<file path="src/wdtslp_consts.svh">
// Constants for the watchdog and sleep/wake control block
`ifndef WDTSLP_CONSTS_SVH
`define WDTSLP_CONSTS_SVH
// Register indices; byte address is four times the index
`define WS_IDX_OPTION 16'h0081
`define WS_IDX_CONFIG 16'h2007
`define WS_IDX_STATUS 16'h0000
`define WS_IDX_IRQCTL 16'h0001
`define WS_IDX_WAKEEN 16'h0002
// Option register fields and reset value
`define WS_OPTION_RST 8'hff
`define WS_OPT_PSA 3
`define WS_OPT_PS_HI 2
// Configuration word fields
`define WS_CFG_WATCHDOG_ENABLE_FUSE 2
`define WS_CFG_FOSC_HI 1
`define WS_FOSC_RC 2'h3
// Status register fields
`define WS_STAT_TO 4
`define WS_STAT_PD 3
`define WS_STAT_ASLEEP 0
// Global interrupt enable position in the interrupt control register
`define WS_IRQ_GIE 7
// Oscillator start-up wait, in main oscillator periods, and the periods
`define WS_OST_TOSC 1024
`define WS_TOSC_NS 40
`define WS_CLK_NS 40
`endif

</file>
<file path="src/wdtslp_pkg.sv">
// Types shared by the watchdog and sleep/wake control block
package wdtslp_pkg;
	typedef enum logic [1:0] {
		ST_RUN = 2'b00,
		ST_SLEEP = 2'b01,
		ST_OST = 2'b10
	} wdtslp_state_e;
endpackage

</file>
<file path="src/wdtslp_wdt_base.sv">
// Watchdog RC oscillator model and base time-out counter
`timescale 1ns/1ns
`default_nettype none
module wdtslp_wdt_base #(
	parameter int OSC_DIV = 4,
	parameter int BASE_CYCLES = 1024
) (
	input wire logic i_clk,
	input wire logic i_sys_rst,
	input wire logic i_run,
	input wire logic i_clear,
	output logic o_tick
);
	logic [15:0] div_q;
	logic [15:0] cnt_q;
	logic osc_tick;

	// Free-running divider stands for the private RC oscillator; never gated by sleep
	always_ff @(posedge i_clk) begin
		if (i_sys_rst || div_q == 16'(OSC_DIV - 1)) begin
			div_q <= 16'h0000;
		end else begin
			div_q <= div_q + 16'h0001;
		end
	end
	assign osc_tick = (div_q == 16'(OSC_DIV - 1));

	// Base period counter, counted in oscillator cycles
	always_ff @(posedge i_clk) begin
		if (i_sys_rst || i_clear || !i_run) begin
			cnt_q <= 16'h0000;
			o_tick <= 1'b0;
		end else if (osc_tick) begin
			o_tick <= (cnt_q == 16'(BASE_CYCLES - 1));
			cnt_q <= (cnt_q == 16'(BASE_CYCLES - 1)) ? 16'h0000 : cnt_q + 16'h0001;
		end else begin
			o_tick <= 1'b0;
		end
	end
endmodule
`default_nettype wire

</file>
<file path="src/wdtslp_prescaler.sv">
// Shared prescaler: timer-zero prescaler or watchdog postscaler
`timescale 1ns/1ns
`default_nettype none
module wdtslp_prescaler (
	input wire logic i_clk,
	input wire logic i_sys_rst,
	input wire logic i_clear,
	input wire logic i_sel_wdt,
	input wire logic [2:0] i_ratio,
	input wire logic i_wdt_tick,
	input wire logic i_tmr0_tick,
	output logic o_wdt_timeout,
	output logic o_tmr0_inc
);
	logic [7:0] cnt_q;
	logic evt;
	logic hit;

	// Mask of low count bits that must all be set before a pulse passes
	function automatic logic [7:0] ratio_mask(input logic sel_wdt, input logic [2:0] r);
		logic [3:0] n;
		n = sel_wdt ? {1'b0, r} : {1'b0, r} + 4'h1;
		ratio_mask = 8'((9'h001 << n) - 9'h001);
	endfunction

	assign evt = i_sel_wdt ? i_wdt_tick : i_tmr0_tick;
	assign hit = evt && ((cnt_q & ratio_mask(i_sel_wdt, i_ratio)) == ratio_mask(i_sel_wdt, i_ratio));

	// Count only the events of whichever side owns the prescaler
	always_ff @(posedge i_clk) begin
		if (i_sys_rst || i_clear) begin
			cnt_q <= 8'h00;
		end else if (evt) begin
			cnt_q <= cnt_q + 8'h01;
		end
	end

	// The side without the prescaler sees its raw events at one to one
	assign o_wdt_timeout = i_sel_wdt ? hit : i_wdt_tick;
	assign o_tmr0_inc = i_sel_wdt ? i_tmr0_tick : hit;
endmodule
`default_nettype wire

</file>
<file path="src/wdtslp_top.sv">
// Watchdog timer with sleep entry and wake-up control, AHB-Lite registers
//
// Behaviour
// - Watchdog ticks from its own free-running oscillator, unaffected by sleep.
// - Watchdog time-out while running issues a full device reset.
// - Watchdog time-out while asleep wakes the device and resumes execution.
// - Any watchdog time-out clears the active-low time-out flag.
// - Watchdog enable fuse cleared keeps the watchdog permanently off.
// - One prescaler serves timer zero or watchdog, set by option register.
// - Kick or sleep clears watchdog and postscaler when assigned to it.
// - Kick clears the prescaler count only when assigned to the watchdog, and never its assignment.
// - Sleep clears watchdog, clears power-down flag, sets time-out flag, stops oscillator.
// - I/O ports hold their pre-sleep state while asleep.
// - Master clear resets; watchdog or interrupt wake continues execution.
// - Power-down flag set at power-up, cleared by each executed sleep.
// - Only clockless peripheral interrupts are wired as wake sources.
// - Sleep prefetches the instruction at the next program address.
// - Interrupt wakes only with its own enable set, ignoring global enable.
// - After interrupt wake, vector follows the next instruction only with global enable.
// - Sleep with an enabled interrupt already pending acts as a no-op.
// - Interrupt during or after sleep completes sleep, then wakes at once.
// - Wake waits 1024 oscillator periods, except in RC oscillator mode.
// - Global interrupt enable is bit seven of the interrupt control register.
//
// Our own choice: the AHB-Lite slave port.
`timescale 1ns/1ns
`default_nettype none
`include "wdtslp_consts.svh"
module wdtslp_top import wdtslp_pkg::*; #(
	parameter int NUM_WAKE = 9,
	parameter int WDT_OSC_DIV = 4,
	parameter int WDT_BASE_CYCLES = 1024
) (
	input wire logic i_clk,
	input wire logic i_sys_rst,
	input wire logic i_hsel,
	input wire logic [31:0] i_haddr,
	input wire logic [1:0] i_htrans,
	input wire logic i_hwrite,
	input wire logic [2:0] i_hsize,
	input wire logic [31:0] i_hwdata,
	input wire logic i_hready,
	output logic o_hreadyout,
	output logic o_hresp,
	output logic [31:0] o_hrdata,
	input wire logic [7:0] i_config_word,
	input wire logic i_master_clear_n,
	input wire logic i_kick_instr,
	input wire logic i_sleep_instr,
	input wire logic [12:0] i_pc,
	input wire logic [NUM_WAKE-1:0] i_wake_flags,
	input wire logic i_tmr0_tick,
	output logic o_device_reset,
	output logic o_osc_run,
	output logic o_io_hold,
	output logic [12:0] o_prefetch_pc,
	output logic o_resume,
	output logic o_irq_vector,
	output logic o_tmr0_inc,
	output logic o_timeout_flag_n,
	output logic o_powerdown_flag_n
);
	localparam int OST_CYCLES = `WS_OST_TOSC * `WS_TOSC_NS / `WS_CLK_NS;

	wdtslp_state_e state_q;
	logic [7:0] option_q;
	logic [7:0] cfg_q;
	logic [7:0] irqctl_q;
	logic [NUM_WAKE-1:0] wake_en_q;
	logic [NUM_WAKE-1:0] wake_m_q;
	logic [NUM_WAKE-1:0] wake_s_q;
	logic master_clear_n_m_q;
	logic master_clear_n_s_q;
	logic wr_q;
	logic [15:0] widx_q;
	logic [10:0] ost_cnt_q;
	logic wake_irq_q;
	logic base_tick;
	logic scaled_to;
	logic tmr0_inc;
	logic wdt_en;
	logic wdt_to;
	logic pending;
	logic sleep_taken;
	logic wdt_clr;
	logic fosc_rc;
	logic wake_go;
	logic addr_ok;
	logic [15:0] aidx;

	// Register read mux, shared by the read path and nothing else duplicated
	function automatic logic [31:0] reg_read(input logic [15:0] idx);
		reg_read = 32'h0000_0000;
		if (idx == `WS_IDX_OPTION) begin
			reg_read[7:0] = option_q;
		end else if (idx == `WS_IDX_CONFIG) begin
			reg_read[7:0] = cfg_q;
		end else if (idx == `WS_IDX_STATUS) begin
			reg_read[`WS_STAT_TO] = o_timeout_flag_n;
			reg_read[`WS_STAT_PD] = o_powerdown_flag_n;
			reg_read[`WS_STAT_ASLEEP] = (state_q != ST_RUN);
		end else if (idx == `WS_IDX_IRQCTL) begin
			reg_read[7:0] = irqctl_q;
		end else if (idx == `WS_IDX_WAKEEN) begin
			reg_read[NUM_WAKE-1:0] = wake_en_q;
		end
	endfunction

	// Pins and clockless peripheral flags arrive asynchronously: two flops each
	always_ff @(posedge i_clk) begin
		if (i_sys_rst) begin
			master_clear_n_m_q <= 1'b1;
			master_clear_n_s_q <= 1'b1;
			wake_m_q <= '0;
			wake_s_q <= '0;
		end else begin
			master_clear_n_m_q <= i_master_clear_n;
			master_clear_n_s_q <= master_clear_n_m_q;
			wake_m_q <= i_wake_flags;
			wake_s_q <= wake_m_q;
		end
	end

	// Fuses are sampled while reset is held, so they settle before use
	always_ff @(posedge i_clk) begin
		if (i_sys_rst) begin
			cfg_q <= i_config_word;
		end
	end

	assign wdt_en = cfg_q[`WS_CFG_WATCHDOG_ENABLE_FUSE];
	assign fosc_rc = (cfg_q[`WS_CFG_FOSC_HI -: 2] == `WS_FOSC_RC);
	// Individual enables alone decide wake; global enable is not consulted
	assign pending = |(wake_s_q & wake_en_q);
	assign sleep_taken = (state_q == ST_RUN) && i_sleep_instr && !pending;
	assign wdt_clr = i_kick_instr || sleep_taken || !wdt_en;
	assign wdt_to = wdt_en && scaled_to;

	// Base counter runs on its own oscillator tick in every state
	wdtslp_wdt_base #(
		.OSC_DIV(WDT_OSC_DIV),
		.BASE_CYCLES(WDT_BASE_CYCLES)
	) u_base (
		.i_clk(i_clk),
		.i_sys_rst(i_sys_rst),
		.i_run(wdt_en),
		.i_clear(wdt_clr),
		.o_tick(base_tick)
	);

	// Postscaler is cleared only when the watchdog owns it; option bits untouched
	wdtslp_prescaler u_presc (
		.i_clk(i_clk),
		.i_sys_rst(i_sys_rst),
		.i_clear(wdt_clr && option_q[`WS_OPT_PSA]),
		.i_sel_wdt(option_q[`WS_OPT_PSA]),
		.i_ratio(option_q[`WS_OPT_PS_HI -: 3]),
		.i_wdt_tick(base_tick),
		.i_tmr0_tick(i_tmr0_tick),
		.o_wdt_timeout(scaled_to),
		.o_tmr0_inc(tmr0_inc)
	);

	// AHB-Lite: zero wait states, always OKAY
	assign o_hreadyout = 1'b1;
	assign o_hresp = 1'b0;
	assign aidx = i_haddr[17:2];
	assign addr_ok = (i_haddr[31:18] == 14'h0000) && (i_haddr[1:0] == 2'h0);

	// Address phase latches writes and looks up read data for the data phase
	always_ff @(posedge i_clk) begin
		if (i_sys_rst) begin
			wr_q <= 1'b0;
			widx_q <= 16'h0000;
			o_hrdata <= 32'h0000_0000;
		end else if (i_hready) begin
			wr_q <= i_hsel && i_htrans[1] && i_hwrite && addr_ok;
			widx_q <= aidx;
			if (i_hsel && i_htrans[1] && !i_hwrite && addr_ok) begin
				o_hrdata <= reg_read(aidx);
			end else begin
				o_hrdata <= 32'h0000_0000;
			end
		end
	end

	// Data phase writes; the assignment bit changes only by a bus write
	always_ff @(posedge i_clk) begin
		if (i_sys_rst) begin
			option_q <= `WS_OPTION_RST;
			irqctl_q <= 8'h00;
			wake_en_q <= '0;
		end else if (wr_q) begin
			if (widx_q == `WS_IDX_OPTION) begin
				option_q <= i_hwdata[7:0];
			end else if (widx_q == `WS_IDX_IRQCTL) begin
				irqctl_q <= i_hwdata[7:0];
			end else if (widx_q == `WS_IDX_WAKEEN) begin
				wake_en_q <= i_hwdata[NUM_WAKE-1:0];
			end
		end
	end

	// A wake is a watchdog time-out or an enabled interrupt while asleep
	assign wake_go = (state_q == ST_SLEEP) && master_clear_n_s_q && (wdt_to || pending);

	// Power state: run, asleep with oscillator off, start-up wait
	always_ff @(posedge i_clk) begin
		if (i_sys_rst) begin
			state_q <= ST_RUN;
			ost_cnt_q <= 11'h000;
			wake_irq_q <= 1'b0;
		end else begin
			case (state_q)
				ST_RUN: begin
					ost_cnt_q <= 11'h000;
					if (sleep_taken && master_clear_n_s_q) begin
						state_q <= ST_SLEEP;
					end
				end
				ST_SLEEP: begin
					if (!master_clear_n_s_q) begin
						state_q <= ST_RUN;
					end else if (wake_go) begin
						wake_irq_q <= pending && !wdt_to;
						state_q <= fosc_rc ? ST_RUN : ST_OST;
					end
				end
				ST_OST: begin
					// RC mode skips this wait; the crystal needs time to settle
					if (!master_clear_n_s_q) begin
						state_q <= ST_RUN;
					end else if (ost_cnt_q == 11'(OST_CYCLES - 1)) begin
						state_q <= ST_RUN;
					end else begin
						ost_cnt_q <= ost_cnt_q + 11'h001;
					end
				end
				default: begin
					state_q <= ST_RUN;
				end
			endcase
		end
	end

	// Resume pulse and interrupt vector request at the return to run
	always_ff @(posedge i_clk) begin
		if (i_sys_rst) begin
			o_resume <= 1'b0;
			o_irq_vector <= 1'b0;
		end else begin
			o_resume <= master_clear_n_s_q && ((wake_go && fosc_rc) ||
				(state_q == ST_OST && ost_cnt_q == 11'(OST_CYCLES - 1)));
			// The core runs the prefetched instruction, then branches on this
			o_irq_vector <= irqctl_q[`WS_IRQ_GIE] && master_clear_n_s_q &&
				((wake_go && fosc_rc && pending && !wdt_to) ||
				(state_q == ST_OST && ost_cnt_q == 11'(OST_CYCLES - 1) && wake_irq_q));
		end
	end

	// Reset request: watchdog while running, or master clear at any time
	always_ff @(posedge i_clk) begin
		if (i_sys_rst) begin
			o_device_reset <= 1'b0;
		end else begin
			o_device_reset <= (wdt_to && state_q == ST_RUN) || !master_clear_n_s_q;
		end
	end

	// Status flags; the time-out event wins over a same-cycle kick or sleep
	always_ff @(posedge i_clk) begin
		if (i_sys_rst) begin
			o_timeout_flag_n <= 1'b1;
			o_powerdown_flag_n <= 1'b1;
		end else begin
			if (i_kick_instr && state_q == ST_RUN) begin
				o_timeout_flag_n <= 1'b1;
				o_powerdown_flag_n <= 1'b1;
			end
			if (sleep_taken) begin
				o_timeout_flag_n <= 1'b1;
				o_powerdown_flag_n <= 1'b0;
			end
			if (wdt_to) begin
				o_timeout_flag_n <= 1'b0;
			end
		end
	end

	// Prefetch address and registered timer-zero increment
	always_ff @(posedge i_clk) begin
		if (i_sys_rst) begin
			o_prefetch_pc <= 13'h0000;
			o_tmr0_inc <= 1'b0;
		end else begin
			if (i_sleep_instr) begin
				o_prefetch_pc <= i_pc + 13'h0001;
			end
			o_tmr0_inc <= tmr0_inc;
		end
	end

	// Oscillator driver off and ports frozen from sleep until the wait ends
	assign o_osc_run = (state_q == ST_RUN);
	assign o_io_hold = (state_q != ST_RUN);
endmodule
`default_nettype wire

</file>
<file path="config.mk">
export PLATFORM = sky130hd
export DESIGN_NAME = wdtslp_top
export DESIGN_NICKNAME = d
export VERILOG_FILES = /design/src/wdtslp_pkg.sv /design/src/wdtslp_wdt_base.sv /design/src/wdtslp_prescaler.sv /design/src/wdtslp_top.sv
export VERILOG_INCLUDE_DIRS = /design/src
export SDC_FILE = /design/constraint.sdc
export NUM_CORES = 1
export LEC_CHECK = 0
export ABC_AREA = 0
export BUFFER_PORTS_ARGS = -buffer_cell sky130_fd_sc_hd__buf_2
export CORE_ASPECT_RATIO = 1.5
export CORE_MARGIN = 4
export CORE_UTILIZATION = 55
export CTS_BUF_LIST = sky130_fd_sc_hd__clkbuf_4 sky130_fd_sc_hd__clkbuf_8
export CTS_CLUSTER_SIZE = 30
export DETAILED_ROUTE_END_ITERATION = 8
export PLACE_DENSITY = 0.86
export SYNTH_ARGS = -nofsm -noshare
export SYNTH_HDL_FRONTEND = slang
export SYNTH_SLANG_ARGS = --single-unit
</file>
<file path="constraint.sdc">
create_clock -name i_clk -period 5.8 [get_ports i_clk]
set_clock_uncertainty 0.1 [all_clocks]
set_input_delay 0.58 -clock i_clk [delete_from_list [all_inputs] [get_ports i_clk]]
set_output_delay 0.58 -clock i_clk [all_outputs]
set_load 0.005 [all_outputs]
</file>
==> metrics, run 1 <==
ys async rst share=0%; fin. max-slew vios=0; Peak VDD IR=143 uV; Relative slew margins=23.7%; CP max FO=14; Vias/cell=5.62; crit-path max cell delay=0.63 ns; CTS tree=done; CP endpoint kind=flip-flop; layout cells sized above 1=19.6%; Max-Cap Viols=0; hold slack=0.185 ns; Ys Warns=0; first-pass detailed-route iteration total=4; synthesized area=6930 sq um; Final Hold Violating Endpoints=0; H-tree levels=4; number of synthesized flops with an enable pin=8; Critical-path top delay cell=dfxtp_1; routability cong.=0.851; status=completed; Die Area=14500 sq um; Die Y=145 um; Die W=99.6 um; Primary FF master, synth=dfxtp_1; Yosys top cell area share=41.9%; Cells after Synth=758; number of global-route vias before repair=5513; family with the most delay on the worst path=compound AO/OA/AOI/OAI gates; wire per inst=14.8 um; Core Region=12400 sq um; ANT nets after route=0; Hold-fix buffers, CTS=0; setup slack after layout=2.54 ns; grt total ovfl=0; Fillers=1030; Arr. time, crit path=3.51 ns; clk buf depth=2; Min Clock Period, post-route=3.26 ns; crit path buf inv count=0; Routed WL=15200 um; DR vias=5780; synth top area cells=dfxtp_1 (42%), nor2_1 (6.8%), mux2i_1 (5.3%); RSZ-0062 raised after global routing=no; critical path data required time=6.05 ns; Setup Viol. Count Final=0; number of I/O pins=163; DRT iter0 DRCs=188; PortBufs=110; sequential share of the synthesized area=45.4%; setup bufs post-CTS=0; # diodes=0; Initial Util=55.9%; CTS root buffer=clkbuf_8; DP Worst Slack=2.60 ns; gr usage total=20.9%; Psw=0.000559 W; Placed Instances=997; fmax=307 MHz; Num CTS Buffers=17; largest net degree at the start of global routing=56; ordered list of cells on the worst path=ha_1 > or2_2 > o21ai_0 > a31oi_1 > ha_1 > o21ai_0 > a21oi_1 > a2bb2oi_1 > o2111ai_1 > or2_1 > o41ai_1; Clk pwr share=38.9%; WS Path Type=flip-flop to flip-flop; Resize count post-CTS=0; Flop pwr share=54.6%; Netlist cell types=65; clk slew on worst S/H paths=0.10 ns; Int Power=0.00147 W; post-route non-filler standard cell count=1029; P_leak=3.04 nW; DRC violations left=0; Avg Cell Area, Syn=9.14 sq um; worst skew pair latency=0.46 ns; Nets=975; Tcrit/Tclk final=56.2%; first-pass GRT wire length=24900 um; Layout area overhead=14.0%; Worst-Margin Slew=1.14 ns; Synth area leader=dfxtp_1; clk sinks=153; post-synthesis register bit count=153; TNS Setup=0 ns; Comb power frac=6.6%; Final HPWL DP=11300 um; PwrDens=257 nW/um^2; Rows=50; Startpoint Class=flip-flop; worst hold-check path type=input port to flip-flop; sw frac=27.6%; initial antenna violation count=1
==> cell families after synthesis <==
logic type / after synthesis / share of synthesized area [%]
compound gates: 115 / 11.7
xor+xnor: 48 / 6.07
fa+ha+maj: 7 / 1.26
buf+inv: 61 / 4.75
flops: 153 / 45.4
mux: 39 / 5.67
other cells: 2 / 0.108
simple gates: 333 / 25.1
==> cell type report <==
type | count | area (sq um) | share of cell area, %
multi-input cells | 567 | 3550 | 45.0
flip-flops and latches | 153 | 3140 | 39.8
repair buffers | 114 | 583 | 7.39
clock buffers | 17 | 234 | 2.96
well taps | 156 | 195 | 2.47
clock inverters | 15 | 160 | 2.03
inverters | 7 | 26.3 | 0.333
==> cells in the final DEF (no fill, tap or decap), drive strengths merged, types with 5 or more instances in the layout <==
master,instances
or2,7
ha,7
mux2i,37
o21ai,25
a211oi,12
or3,9
nor3,7
a31oi,5
nand2,48
nand3,33
and3,8
a211o,9
a22o,6
nor2,126
xor2,32
a21oi,24
nor4b,5
dfxtp,145
nor4,18
nor2b,30
nand4,12
a311oi,5
nand2b,10
edfxtp,8
inv,15
clkbuf,17
buf,114
a221oi,9
conb,25
xnor2,16
==> per-stage QoR <==
stage | cell area [sq um] | util, % | power, W
6_report | 7900 | 63.7 | 0.00203
5_1_grt | 7900 | 63.7 | 0.00210
2_1_floorplan | 7010 | - | 0.00121
3_3_place_gp | 7500 | 60.6 | 0.00126
4_1_cts | 7900 | 63.7 | 0.00204
3_5_place_dp | 7500 | 60.6 | 0.00126
==> power groups by stage <==
stage	logic [W]	registers (W)	clock network [W]
after floorplan	0.0000867	0.00112	0
after global placement	0.000129	0.00113	0
after detailed placement	0.000133	0.00113	0
after CTS	0.000134	0.00111	0.000798
after global routing	0.000149	0.00111	0.000844
final	0.000133	0.00111	0.000787
==> final timing paths <==
path	start	to	slack, ns	depth (start not counted)
max reg2reg	option_q[0]$_SDFFE_PP1P_	o_device_reset$_SDFF_PP0_	2.54	11
max	option_q[0]$_SDFFE_PP1P_	o_device_reset$_SDFF_PP0_	2.54	11
min	i_config_word[6]	cfg_q[6]$_DFFE_PP_	0.18	1
min reg2reg	master_clear_n_m_q$_SDFF_PP1_	master_clear_n_s_q$_SDFF_PP1_	0.32	1
==> per-layer routing <==
layer  vias up  global-route usage, %  share of wire [%]  wire length [um]
met5         -                      0              0.086                13
met4         2                   8.34                2.7               403
met3        33                   6.19                6.6               997
met2       179                   37.8                 52              7930
met1      2723                   22.5                 39              5850
li1       2843                      -                  -                 -
==> registers in the layout (all words and copies together) (netlist names), 9 cells and up <==
name,count
wake_m_q,9
widx_q,16
u_base.cnt_q,16
o_hrdata,9
wake_en_q,9
o_prefetch_pc,13
ost_cnt_q,11
u_base.div_q,16
wake_s_q,9
==> cell usage after synthesis (8+ instances only) <==
| cell | number |
|---|---|
| nand4_1 | 10 |
| nand2_1 | 48 |
| mux2i_1 | 37 |
| dfxtp_1 | 145 |
| edfxtp_1 | 8 |
| xor2_1 | 32 |
| buf_4 | 25 |
| o21ai_0 | 20 |
| nand3_1 | 33 |
| a211o_1 | 9 |
| nor2b_1 | 30 |
| or3_1 | 9 |
| a211oi_1 | 12 |
| a221oi_1 | 8 |
| xnor2_1 | 16 |
| clkbuf_1 | 19 |
| nand2b_1 | 10 |
| nor4_1 | 14 |
| nor2_1 | 125 |
| a21oi_1 | 24 |
Note: power is estimated with default switching activity, not from simulation.
==> inputs of run 2 (changes only) <==
- ABC_AREA: 0 -> 1
- CORE_UTILIZATION: 55 -> 51
- PLACE_DENSITY: 0.86 -> 0.84
- clock period: 5.8 -> 2.91 ns (I/O delays scaled with it)
==> metrics, run 2 <==
Final Hold Violating Endpoints=0 (unchanged); Avg Cell Area, Syn=7.33 sq um (-20%); Final HPWL DP=12400 um (+10%); Cells after Synth=991 (+31%); registers with the most flip-flops=u_base.cnt_q (16), u_base.div_q (16), widx_q (16); Resize count post-CTS=0 (unchanged); Startpoint Class=flip-flop; Yosys top cell area share=40.0% (-1.9 points); P_leak=3.86 nW (+27%); Worst-Margin Slew=0.516 ns (-0.623 ns); Netlist cell types=48 (-26%); gr usage total=21.3% (+0.36 points); TNS Setup=0 ns (unchanged); Min Clock Period, post-route=2.47 ns (-0.788 ns); Rows=53 (+6.0%); DRT iter0 DRCs=350 (+86%); CTS tree=done; post-route non-filler standard cell count=1335 (+30%); fmax=404 MHz (+32%); ANT nets after route=0 (unchanged); RSZ-0062 raised after global routing=no; CTS root buffer=clkbuf_8; commonest non-fill, non-tap cell in the layout=nor2_1; # diodes=0 (unchanged); CP max FO=5 (-9); first-pass detailed-route iteration total=5 (+1); layout cells sized above 1=16.4% (-3.1 points); Ys Warns=0 (unchanged); worst skew pair latency=0.44 ns (-0.02 ns); Synth area leader=dfxtp_1; routability cong.=0.858 (+0.85%); Reg2Reg Depth=17 (+6); H-tree levels=4 (unchanged); number of synthesized flops with an enable pin=8 (unchanged); most numerous cell in the Yosys netlist=nor2_1; Arr. time, crit path=2.69 ns (-0.82 ns); PortBufs=110 (unchanged); wire per inst=12.6 um (-15%); Relative slew margins=65.3% (+42 points); Initial Util=51.9% (-4.0 points); Die W=105 um (+5.8%); WS Path Type=flip-flop to flip-flop; synth top area cells=dfxtp_1 (40%), nor2_1 (8.8%), inv_1 (7.4%); number of I/O pins=163 (unchanged); critical path data required time=3.13 ns (-2.92 ns); Core Region=14000 sq um (+13%); clk buf depth=2 (unchanged); worst hold-check path type=input port to flip-flop; Tcrit/Tclk final=85.0% (+29 points); Layout area overhead=18.2%; first-pass GRT wire length=28600 um (+15%); DR vias=6693 (+16%); status=completed; largest net degree at the start of global routing=41 (-27%); setup bufs post-CTS=0 (unchanged); Nets=1245 (+28%); Num CTS Buffers=17 (unchanged); DRC violations left=0 (unchanged); synthesized area=7260 sq um (+4.9%); Hold Path Stages=3 (+2); Vias/cell=5.01 (-11%); sequential share of the synthesized area=43.3% (-2.1 points); initial antenna violation count=0 (-1); Routed WL=16800 um (+11%); post-synthesis register bit count=153 (unchanged); fin. max-slew vios=0 (unchanged); Setup Viol. Count Final=0 (unchanged); Peak VDD IR=317 uV (+120%); Max-Cap Viols=0 (unchanged); number of global-route vias before repair=6470 (+17%); synth cell count leaders=nor2_1 (170), dfxtp_1 (145), inv_1 (143), nand2_1 (135), o21ai_0 (72); Placed Instances=1273 (+28%); ys async rst share=0% (unchanged); Die Y=154 um (+6.0%); clk sinks=153 (unchanged); Hold-fix buffers, CTS=30 (+30); PwrDens=474 nW/um^2 (+85%); commonest cells after routing, fill and taps aside=nor2_1 (170), dfxtp_1 (145), inv_1 (143); CP endpoint kind=flip-flop; grt total ovfl=0 (unchanged); Primary FF master, synth=dfxtp_1; clk slew on worst S/H paths=0.08 ns (-0.02 ns); Die Area=16300 sq um (+12%)
## run 2: cell families after synthesis
logic type / after synthesis / share of synthesized area, %
buffers and inverters: 197 / 11.6
adders and majority gates: 7 / 1.21
DFF: 153 / 43.3
other: 2 / 0.103
AOI/OAI and AO/OA: 168 / 13.4
xor gates and xnor gates: 26 / 3.13
and+or+nand+nor: 438 / 27.4
## run 2: cell type report
class | count | area [sq um]
flip-flops and latches | 153 | 3140
repair buffers | 145 | 888
clock inverters | 12 | 118
clock buffers | 20 | 269
multi-input cells | 664 | 3370
fillers | 1211 | 5400
well taps | 192 | 240
inverters | 149 | 563
## run 2: worst paths after layout
kind / end / from / slack, ns
setup / recovery: wake_irq_q$_SDFFE_PP0P_ / option_q[0]$_SDFFE_PP1P_ / 0.44
hold / removal: widx_q[2]$_SDFFE_PP0P_ / i_haddr[4] / 0.02
setup reg to reg: wake_irq_q$_SDFFE_PP0P_ / option_q[0]$_SDFFE_PP1P_ / 0.44
hold reg to reg: wake_s_q[4]$_SDFF_PP0_ / wake_m_q[4]$_SDFF_PP0_ / 0.30
## run 2: routing by layer
layer  global-route usage (%)  vias up  share of wire, %
li1                         -     3423                 -
met1                     23.9     3025                39
met2                     38.1      201                53
met3                     5.01       44               5.4
met4                     9.32        0               3.0
met5                        0        -                 0
## run 2: worst max-delay path, stage by stage, from the launching register on
cell and delay (ns):
dfxtp_1 0.44, ha_1 0.27, nand2_1 0.08, nand2_2 0.08, inv_4 0.09, nand2_4 0.05, clkinv_2 0.05, nand2_4 0.05
ha_1 0.27, o22ai_1 0.10, a21oi_4 0.15, nand3_4 0.10, o21bai_4 0.19, nand2_4 0.09, nand2_4 0.07, nand2_1 0.05
nand2_1 0.06, a21oi_1 0.05
## run 2: report_power, final
group / switching (W) / internal, W
clock: 0.000792 / 0.000740
sequential: 0.0000318 / 0.00217
combinational: 0.000197 / 0.000137
total: 0.00102 / 0.00305
## run 2: stage by stage
step	util (%)	instance area (sq um)	setup slack, ns	power [W]	hold slack (ns)
after global routing	61.4	8590	0.155	0.00426	0.00712
after floorplan	-	7350	0.667	0.00244	0.285
after detailed placement	56.5	7900	0.428	0.00255	0.296
after CTS	61.4	8590	0.425	0.00410	0.000466
after global placement	56.5	7900	0.508	0.00254	0.294
final	61.4	8590	0.436	0.00407	0.0188
